==> config.mk <==
export PLATFORM = sky130hd
export DESIGN_NAME = wwd_top
export DESIGN_NICKNAME = d
export VERILOG_FILES = /design/src/wwd_pkg.sv /design/src/wwd_sync_if.sv /design/src/wwd_sync.sv /design/src/wwd_top.sv
export SDC_FILE = /design/constraint.sdc
export NUM_CORES = 1
export LEC_CHECK = 0
export ABC_AREA = 1
export BUFFER_PORTS_ARGS = -buffer_cell sky130_fd_sc_hd__buf_4
export CORE_ASPECT_RATIO = 0.8
export CORE_MARGIN = 2
export CORE_UTILIZATION = 43
export DETAILED_ROUTE_END_ITERATION = 16
export PLACE_DENSITY_LB_ADDON = 0.15
export SETUP_SLACK_MARGIN = 0.3
export SYNTH_ARGS = -nofsm -noshare
export SYNTH_HDL_FRONTEND = slang
export SYNTH_HIERARCHICAL = 1
export SYNTH_SLANG_ARGS = --single-unit
==> constraint.sdc <==
create_clock -name aclk -period 3.5 [get_ports aclk]
set_input_delay 0.35 -clock aclk [delete_from_list [all_inputs] [get_ports aclk]]
set_output_delay 0.35 -clock aclk [all_outputs]
set_load 0.03 [all_outputs]
==> src/wwd_pkg.sv <==
/*
 * Constants, field layout and types for the windowed watchdog unit.
 * Assumes a single 200 MHz bus clock; the watchdog time base is a tick enable.
 */
`default_nettype none

package wwd_pkg;
    // register byte offsets
    localparam logic [7:0] CTRL_OFS = 8'h00;
    localparam logic [7:0] CLEAR_OFS = 8'h04;
    localparam logic [7:0] STATUS_OFS = 8'h08;
    localparam logic [7:0] COUNT_OFS = 8'h0C;
    // control field positions
    localparam int EN_BIT = 0;
    localparam int MODE_BIT = 1;
    localparam int PSEL_LSB = 8;
    localparam int BAN_SEL_LSB = 16;
    localparam int PSEL_W = 5;
    localparam int CLEAR_BIT = 0;
    // status field positions
    localparam int RSTF_BIT = 0;
    localparam int EARLY_BIT = 1;
    localparam int BAN_BIT = 2;
    // reset values
    localparam logic [4:0] PSEL_RST = 5'h04;
    localparam logic [4:0] BAN_SEL_RST = 5'h02;
    // timing
    localparam int CLK_PERIOD_NS = 5;
    localparam int RST_HOLD_NS = 100;
    localparam int RST_HOLD_CYC = (RST_HOLD_NS + CLK_PERIOD_NS - 1) / CLK_PERIOD_NS;
    localparam int SYNC_BUS_CYC = 2;
    localparam int SYNC_WD_TICKS = 2;
    localparam int TICK_DIV_DEF = 4;
    // bus answers
    localparam logic [1:0] RESP_OKAY = 2'h0;
    localparam logic [1:0] RESP_SLVERR = 2'h2;

    typedef enum logic [1:0] {SYNC_IDLE, SYNC_BUS, SYNC_WD} wwd_sync_state_t;
endpackage

`default_nettype wire

==> src/wwd_sync_if.sv <==
/*
 * Handshake between the register side and the control-field transfer logic.
 * Assumes both ends run on aclk.
 */
`default_nettype none

interface wwd_sync_if;
    logic start;
    logic tick;
    logic busy;
    logic done;
    modport ctl (output start, output tick, input busy, input done);
    modport syn (input start, input tick, output busy, output done);
endinterface

`default_nettype wire

==> src/wwd_sync.sv <==
/*
 * Control-field transfer timer: waits bus cycles, then watchdog ticks.
 * Assumes start is a one-cycle pulse and tick a one-cycle enable.
 */
`default_nettype none

module wwd_sync
    import wwd_pkg::*;
(
    // clock and reset
    input wire logic aclk,
    input wire logic aresetn,
    // handshake
    wwd_sync_if.syn s
);
    wwd_sync_state_t state;
    logic [1:0] cnt;

    // a fresh start always restarts the wait, so the last value written wins
    always_ff @(posedge aclk)
    begin
        if (!aresetn)
        begin
            state <= SYNC_IDLE;
            cnt <= 2'h0;
            s.done <= 1'b0;
        end
        else
        begin
            s.done <= 1'b0;
            if (s.start)
            begin
                state <= SYNC_BUS;
                cnt <= 2'h0;
            end
            else
            begin
                unique case (state)
                    SYNC_IDLE: cnt <= 2'h0;
                    SYNC_BUS:
                    begin
                        if (cnt == 2'(SYNC_BUS_CYC - 1))
                        begin
                            state <= SYNC_WD;
                            cnt <= 2'h0;
                        end
                        else
                            cnt <= cnt + 2'h1;
                    end
                    SYNC_WD:
                    begin
                        if (s.tick && cnt == 2'(SYNC_WD_TICKS - 1))
                        begin
                            state <= SYNC_IDLE;
                            s.done <= 1'b1;
                        end
                        else if (s.tick)
                            cnt <= cnt + 2'h1;
                    end
                endcase
            end
        end
    end

    assign s.busy = (state != SYNC_IDLE);

    a_sync_min_wait: assert property (@(posedge aclk) disable iff (!aresetn)
        s.start |=> !s.done [*2])
        else $error("transfer finished too early");
endmodule

`default_nettype wire

==> src/wwd_top.sv <==
/*
 * Windowed watchdog unit with an AXI4-Lite register slave.
 * Assumes one aclk; the watchdog time base is a divided tick enable.
 */
`default_nettype none

module wwd_top
    import wwd_pkg::*;
#(
    parameter int TICK_DIV = TICK_DIV_DEF
)
(
    // clock and reset
    input wire logic aclk,
    input wire logic aresetn,
    // write address channel
    input wire logic awvalid,
    output logic awready,
    input wire logic [7:0] awaddr,
    // write data channel
    input wire logic wvalid,
    output logic wready,
    input wire logic [31:0] wdata,
    input wire logic [3:0] wstrb,
    // write response channel
    output logic bvalid,
    input wire logic bready,
    output logic [1:0] bresp,
    // read address channel
    input wire logic arvalid,
    output logic arready,
    input wire logic [7:0] araddr,
    // read data channel
    output logic rvalid,
    input wire logic rready,
    output logic [31:0] rdata,
    output logic [1:0] rresp,
    // watchdog reset request
    output logic wd_reset
);
    wwd_sync_if sif ();

    // bus side state
    logic aw_got;
    logic w_got;
    logic [7:0] wr_addr;
    logic [31:0] wr_data;
    logic [3:0] wr_strb;
    logic wr_go;
    logic [31:0] ctrl_new;
    // staged and effective control
    logic st_en;
    logic st_mode;
    logic [4:0] st_psel;
    logic [4:0] st_ban_period_prescale_select;
    logic eff_en;
    logic eff_mode;
    logic [4:0] eff_psel;
    logic [4:0] eff_ban_period_prescale_select;
    // watchdog core
    logic [7:0] div_cnt;
    logic [32:0] cnt;
    logic clr_req;
    logic second_half;
    logic in_ban;
    logic early_fire;
    logic ban_fire;
    logic expire;
    logic [7:0] hold_cnt;
    logic [2:0] status;

    wwd_sync u_sync (
        .aclk(aclk),
        .aresetn(aresetn),
        .s(sif.syn)
    );

    // merge byte lanes of a write into the current control view
    function automatic logic [31:0] lane_merge(input logic [31:0] old_v,
        input logic [31:0] new_v, input logic [3:0] strb);
        for (int i = 0; i < 4; i++)
            old_v[i*8 +: 8] = strb[i] ? new_v[i*8 +: 8] : old_v[i*8 +: 8];
        return old_v;
    endfunction

    // write address capture; one write in flight at a time
    always_ff @(posedge aclk)
    begin
        if (!aresetn)
        begin
            awready <= 1'b0;
            aw_got <= 1'b0;
            wr_addr <= 8'h00;
        end
        else if (awvalid && awready)
        begin
            awready <= 1'b0;
            aw_got <= 1'b1;
            wr_addr <= awaddr;
        end
        else
        begin
            awready <= awvalid && !aw_got && !bvalid && !awready;
            if (wr_go)
                aw_got <= 1'b0;
        end
    end

    // write data capture, independent of the address
    always_ff @(posedge aclk)
    begin
        if (!aresetn)
        begin
            wready <= 1'b0;
            w_got <= 1'b0;
            wr_data <= 32'h00000000;
            wr_strb <= 4'h0;
        end
        else if (wvalid && wready)
        begin
            wready <= 1'b0;
            w_got <= 1'b1;
            wr_data <= wdata;
            wr_strb <= wstrb;
        end
        else
        begin
            wready <= wvalid && !w_got && !bvalid && !wready;
            if (wr_go)
                w_got <= 1'b0;
        end
    end

    assign wr_go = aw_got && w_got && !bvalid;

    // write response; unmapped offsets answer with a slave error
    always_ff @(posedge aclk)
    begin
        if (!aresetn)
        begin
            bvalid <= 1'b0;
            bresp <= RESP_OKAY;
        end
        else if (wr_go)
        begin
            bvalid <= 1'b1;
            bresp <= (wr_addr == CTRL_OFS || wr_addr == CLEAR_OFS ||
                      wr_addr == STATUS_OFS) ? RESP_OKAY : RESP_SLVERR;
        end
        else if (bready)
            bvalid <= 1'b0;
    end

    // staged copy of the control fields as software wrote them
    assign ctrl_new = lane_merge({11'h000, st_ban_period_prescale_select, 3'h0, st_psel,
                                 6'h00, st_mode, st_en}, wr_data, wr_strb);

    always_ff @(posedge aclk)
    begin
        if (!aresetn)
        begin
            st_en <= 1'b0;
            st_mode <= 1'b0;
            st_psel <= PSEL_RST;
            st_ban_period_prescale_select <= BAN_SEL_RST;
            sif.start <= 1'b0;
        end
        else
        begin
            sif.start <= wr_go && wr_addr == CTRL_OFS;
            if (wr_go && wr_addr == CTRL_OFS)
            begin
                st_en <= ctrl_new[EN_BIT];
                st_mode <= ctrl_new[MODE_BIT];
                st_psel <= ctrl_new[PSEL_LSB +: PSEL_W];
                st_ban_period_prescale_select <= ctrl_new[BAN_SEL_LSB +: PSEL_W];
            end
        end
    end

    // effective fields change only when the transfer ends
    always_ff @(posedge aclk)
    begin
        if (!aresetn)
        begin
            eff_en <= 1'b0;
            eff_mode <= 1'b0;
            eff_psel <= PSEL_RST;
            eff_ban_period_prescale_select <= BAN_SEL_RST;
        end
        else if (sif.done)
        begin
            eff_en <= st_en;
            eff_mode <= st_mode;
            eff_psel <= st_psel;
            eff_ban_period_prescale_select <= st_ban_period_prescale_select;
        end
    end

    // watchdog time base divider
    always_ff @(posedge aclk)
    begin
        if (!aresetn)
        begin
            div_cnt <= 8'h00;
            sif.tick <= 1'b0;
        end
        else
        begin
            sif.tick <= (div_cnt == 8'(TICK_DIV - 1));
            div_cnt <= (div_cnt == 8'(TICK_DIV - 1)) ? 8'h00 : div_cnt + 8'h01;
        end
    end

    // software clear request, one cycle after the write is taken
    always_ff @(posedge aclk)
    begin
        if (!aresetn)
            clr_req <= 1'b0;
        else
            clr_req <= wr_go && wr_addr == CLEAR_OFS && wr_strb[0] && wr_data[CLEAR_BIT];
    end

    // period is 2^(psel+1) ticks for psel up to 30, one tick for psel 31; the half mark is 2^psel
    assign second_half = (cnt >> eff_psel) != 33'h0;
    assign in_ban = (cnt >> eff_ban_period_prescale_select) == 33'h0;
    assign early_fire = clr_req && eff_en && second_half;
    assign ban_fire = clr_req && eff_en && eff_mode && in_ban && !second_half;
    assign expire = sif.tick && eff_en &&
                    (cnt == ((33'h1 << (eff_psel + 5'h1)) - 33'h1));

    // counter; a clear restarts from zero whatever else happens
    always_ff @(posedge aclk)
    begin
        if (!aresetn)
            cnt <= 33'h0;
        else if (!eff_en || clr_req || expire)
            cnt <= 33'h0;
        else if (sif.tick)
            cnt <= cnt + 33'h1;
    end

    // reset request stretched so a slow reset controller sees it
    always_ff @(posedge aclk)
    begin
        if (!aresetn)
        begin
            wd_reset <= 1'b0;
            hold_cnt <= 8'h00;
        end
        else if (early_fire || ban_fire || expire)
        begin
            wd_reset <= 1'b1;
            hold_cnt <= 8'(RST_HOLD_CYC - 1);
        end
        else if (hold_cnt != 8'h00)
            hold_cnt <= hold_cnt - 8'h01;
        else
            wd_reset <= 1'b0;
    end

    // reset cause flags; a new event wins over a write-one clear
    always_ff @(posedge aclk)
    begin
        if (!aresetn)
            status <= 3'h0;
        else
        begin
            for (int i = 0; i < 3; i++)
                if (wr_go && wr_addr == STATUS_OFS && wr_strb[0] && wr_data[i])
                    status[i] <= 1'b0;
            if (early_fire || ban_fire || expire)
                status[RSTF_BIT] <= 1'b1;
            if (early_fire)
                status[EARLY_BIT] <= 1'b1;
            if (ban_fire)
                status[BAN_BIT] <= 1'b1;
        end
    end

    // read channel; enable reads back the live value, so polling shows progress
    always_ff @(posedge aclk)
    begin
        if (!aresetn)
        begin
            arready <= 1'b0;
            rvalid <= 1'b0;
            rdata <= 32'h00000000;
            rresp <= RESP_OKAY;
        end
        else if (arvalid && arready)
        begin
            arready <= 1'b0;
            rvalid <= 1'b1;
            rresp <= RESP_OKAY;
            unique case (araddr)
                CTRL_OFS: rdata <= {11'h000, st_ban_period_prescale_select, 3'h0, st_psel, 6'h00,
                                    st_mode, eff_en};
                STATUS_OFS: rdata <= {29'h0, status};
                COUNT_OFS: rdata <= cnt[31:0];
                CLEAR_OFS: rdata <= 32'h00000000;
                default:
                begin
                    rdata <= 32'h00000000;
                    rresp <= RESP_SLVERR;
                end
            endcase
        end
        else
        begin
            arready <= arvalid && !rvalid && !arready;
            if (rready)
                rvalid <= 1'b0;
        end
    end

    a_early_clear: assert property (@(posedge aclk) disable iff (!aresetn)
        clr_req && eff_en && second_half |=> wd_reset && status[EARLY_BIT])
        else $error("late clear did not fire reset");
    a_timeout_fire: assert property (@(posedge aclk) disable iff (!aresetn)
        expire |=> wd_reset && cnt == 33'h0)
        else $error("timeout did not fire reset");
    a_ctrl_start: assert property (@(posedge aclk) disable iff (!aresetn)
        wr_go && wr_addr == CTRL_OFS |=> sif.start ##1 sif.busy)
        else $error("control write did not start transfer");
    a_en_holds: assert property (@(posedge aclk) disable iff (!aresetn)
        !sif.done |=> $stable(eff_en))
        else $error("enable changed outside transfer end");
    a_en_update: assert property (@(posedge aclk) disable iff (!aresetn)
        sif.done |=> eff_en == $past(st_en))
        else $error("enable not updated at transfer end");
    a_clear_ok: assert property (@(posedge aclk) disable iff (!aresetn)
        clr_req && !early_fire && !ban_fire && !expire && !wd_reset
        |=> cnt == 33'h0 && !wd_reset)
        else $error("allowed clear misbehaved");
    a_reset_hold: assert property (@(posedge aclk) disable iff (!aresetn)
        $rose(wd_reset) |-> wd_reset [*8])
        else $error("reset request too short");
endmodule

`default_nettype wire

* Word-level counts from Yosys, hierarchy flattened
Index checks and enable logic that the tools add are counted.
** Storage, ports and cells
- Bits of input ports :: 59
- Logic and storage cells :: 169
- Register bits :: 160
- Output and inout port bits :: 42
** Operators by class
- Shifts and indexed selects :: 3
- Reductions and logical operators :: 76
- Muxes and demuxes :: 29
- Eq/ne operators :: 17
- Add/subtract/negate cells :: 6
- Bitwise operators :: 2
** Operators with widths (count)
- one-hot mux 32 bit (3 select lines) :: 1
- right shift 33 x 5 -> 33 bit :: 2
- adder 33 x 1 -> 33 bit (second input constant) :: 1
- == test 33 bit :: 1
- logical NOT 33 bit :: 1
- nonzero test 33 bit :: 1
- << shifter 1 x 5 -> 33 bit (first input constant) :: 1
- subtractor 33 x 1 -> 33 bit (second input constant) :: 1
- logical AND 1 bit :: 30
- == test 8 x 4 -> 1 bit (second input constant) :: 3
- nonzero test 2 bit :: 9
- 2-to-1 mux 1 bit :: 17
- == test 8 x 3 -> 1 bit (second input constant) :: 2
- logical NOT 8 bit :: 2
- 2-to-1 mux 2 bit :: 7
- OR reduction 2 bit :: 7
- 2-to-1 mux 5 bit :: 2
- logical NOT 1 bit :: 9
- adder 8 x 1 -> 8 bit (second input constant) :: 1
- == test 8 x 2 -> 1 bit (second input constant) :: 1
- AND reduction 2 bit :: 4
- nonzero test 8 bit :: 1
- subtractor 8 x 1 -> 8 bit (second input constant) :: 1
- logical OR 1 bit :: 6
- other kinds (15) :: 22

* Logic depth before layout (Yosys ltp)
- Word-level depth :: 7
- Depth in mapped cells :: 23
- Mapped depth without buffers :: 22

* By module
Netlist, hierarchy kept.
** Modules (own cells, without submodules)
- wwd_top :: area an instance 9255.1 um^2, cells an instance 1513, instances 1, seq. area each 2902.8 um^2
- wwd_sync :: area an instance 322.8 um^2, cells an instance 44, instances 1, seq. area each 100.1 um^2

* Least setup slack after synthesis
No wires, ideal clock.
- Path type :: flip-flop to flip-flop
- Start :: reg eff_psel[4]
- End :: reg, netlist name cnt[17]
- Cell stages (with the launch flop) :: 20
- Setup slack :: 0.924 ns
- Arrival time :: 2.460 ns
- Library setup time :: 0.116 ns
- Path buffers :: 3
- Required time :: 3.384 ns
- Clock period less this slack :: 2.576 ns
- Path through :: dfxtp_1 buf_4 inv_2 buf_4 nand4_1 ha_1 nand2_1 nor2_1 nand2_1 nor2_4 nand3_1 nand2_1 nand2_1 nor2_1 nand2_1 nor2_1 nand3_2 nand3_4 buf_6 nor2_1
** RTL lines
- start, declared :: RTL line wwd_top.sv:58 : logic [4:0] eff_psel;
- start signal, assigned :: RTL line wwd_top.sv:195 : eff_psel <= st_psel;

==> results.py <==
metrics = {
    "critical_path": {
        "path_class": "flop to flop",
        "cpPeakStageDelay_ns": 0.45,
        "crit_required_ns": 3.80,
        "cp_cell_sequence": "buf_4 > nand3_1 > nor2_1 > nand2_1 > nand2_1 > nor2_2 > nand2_1 > buf_4 > nand2_1 > a21oi_1 > nand2_1 > nor2_1 > nand3_1 > nor2_1 > nand3_4 > nand3_4 > buf_12 > nor2_1",
        "slowest_stage": "dfxtp_1",
        "rr_startpoint": "eff_psel[2]",
        "cp.arrival_ns": 3.36,
        "crit_top_cell": "nand2_1",
        "cp_max_fo": 33,
        "cp-end-kind": "flop",
        "worst-r2r-cell-count": 18,
        "r2r_end": "cnt[6]",
        "r2r_slack_ns": 0.44,
        "worst_setup_path_start_kind": "flop",
    },
    "cells_and_area": {
        "antenna_cells": 0,
        "nets": 1680,
        "synthToLayoutAreaGrowth_pct": 15.7,
        "final_cell_mix": "433 x nand2_1, 191 x nor2_1, 147 x dfxtp_1",
        "drive_above_1_share": 0.105,
        "layout_commonest_cell": "nand2_1",
        "final_cells": 1922,
    },
    "placement": {
        "port_buffers": 78,
        "hpwl_um": 22400,
        "gp_congestion": 0.919,
        "dp.cells": 1888,
    },
    "routing": {
        "dr.first_iter.drc_count": 891,
        "drc": 0,
        "routed_wirelength_um": 29100,
        "wire_per_inst_um": 15.1,
        "firstDrtPassIters": 5,
        "via_per_inst": 5.14,
        "antenna_left": 0,
        "vias": 9874,
    },
    "die": {
        "fp.dieArea_um2": 23500,
        "start_util": 0.440,
        "fp.dieW_um": 171,
        "rows": 48,
        "die_height_um": 137,
        "core_area_um2": 21700,
        "ioPinCount": 101,
    },
    "run": {
        "cap_violations": 0,
    },
    "global_route": {
        "grt_use_met2": 0.352,
        "met1_usage": 0.387,
        "grt_usage": 0.250,
        "use_met3": 0.0540,
        "grt.overflow.total": 0,
        "grt_pass1_wl_um": 46000,
        "top_usage_layer": "met1",
        "grt_max_degree": 61,
        "first_global_vias": 8729,
        "grt_antenna_before_repair": 0,
    },
    "logic_synthesis": {
        "netlist_area_um2": 9570,
        "netlist_instances": 1556,
        "yosysWarningCount": 6,
        "synth.avg_cell_area_um2": 6.15,
    },
    "clock_tree": {
        "cts_hold_buf": 0,
        "numCtsBuffers": 17,
        "tritoncts": "done",
        "clk_latency_ns": 0.43,
        "root_buffer": "clkbuf_16",
        "cts_sinks": 150,
        "clk_pin_slew_ns": 0.06,
        "h-tree-depth": 4,
        "clockBufferDepth": 2,
    },
    "worst_hold_path": {
        "min-delay-start": "arvalid",
        "hp-class": "input port to flop",
        "hold_depth": 3,
        "hold_end": "arready",
    },
    "sta": {
        "hold_violations": 0,
        "period_needed_ns": 3.06,
        "min_period_over_period": 0.875,
        "fin_worst_skew_ns": 0.0228,
        "fmax_mhz": 327,
        "rsz0062_at_grt": "false",
        "hold_slack_ns": 0.157,
        "tns_ns": 0,
        "setup_viol": 0,
        "worst_pin_slew_ns": 0.835,
        "slew_headroom": 0.438,
        "slew_violations": 0,
    },
    "power": {
        "ir_drop_mv": 0.271,
        "p_per_area_nw_per_um2": 371,
        "total_leakage_power_nw": 4.54,
    },
    "run_status": {
        "status": "complete, no violations",
    },
}
-- registers in the layout, indices dropped and copies added, names as in the netlist, 2 cells and up --
register / flops
wr_data: 13
st_psel: 5
hold_cnt: 8
u_sync/cnt: 2
status: 3
div_cnt: 8
st_ban_period_prescale_select: 5
u_sync/state: 2
eff_psel: 5
rdata: 32
cnt: 33
wr_addr: 8
eff_ban_period_prescale_select: 5
wr_strb: 3
-- critical path, delay by kind of cell (launching register included) --
family / cells / cell delay, ns
buf+inv: 3 / 0.57
simple gates: 14 / 1.81
compound gates: 1 / 0.12
flops: 1 / 0.45
-- per-layer routing --
layer / routed length, µm / vias up
li1: - / 5142
met1: 15300 / 4430
met2: 11500 / 290
met3: 2120 / 12
met4: 199 / 0
met5: 0 / -
-- stage by stage --
stage	instance area, µm²	setup WS (ns)	utilization	total power [W]
2_1_floorplan	9580	0.924	-	0.00211
3_3_place_gp	10400	0.285	0.479	0.00220
3_5_place_dp	10400	0.224	0.479	0.00221
4_1_cts	11000	0.362	0.507	0.00415
5_1_grt	11100	0.301	0.509	0.00427
6_report	11100	0.439	0.509	0.00411
-- worst max-delay path by stage --
| stage | to | cells after the start | start |
|---|---|---|---|
| 3_3_place_gp | cnt[26] | 18 | eff_psel[3] |
| 2_1_floorplan | cnt[17] | 19 | eff_psel[4] |
| 5_1_grt | hold_cnt[5] | 19 | eff_psel[2] |
| 6_report | cnt[6] | 18 | eff_psel[2] |
| 3_5_place_dp | cnt[26] | 18 | eff_psel[3] |
| 4_1_cts | cnt[26] | 17 | eff_psel[0] |
-- power by group --
part	switching (W)	leakage, nW	internal (W)
combinational	0.000217	3.02	0.000152
clock	0.000731	0.301	0.00121
sequential	0.0000373	1.22	0.00176
total	0.000986	4.54	0.00313
-- area by class of cell --
cell class | instances | area (µm²)
Fill cell | 2297 | 10700
Clock inverter | 11 | 173
Timing Repair Buffer | 108 | 827
Inverter | 159 | 601
Multi-Input combinational cell | 1174 | 5640
Sequential cell | 150 | 3010
Clock buffer | 20 | 447
Tap cell | 300 | 375
-- what timing repair did --
action / in CTS / in global routing
buffers inserted: 0 / 3
resized for setup: 2 / 8
pin swaps: 0 / 1
setup endpoints to repair: 37 / 43
Power figures use the tool's default switching activity.
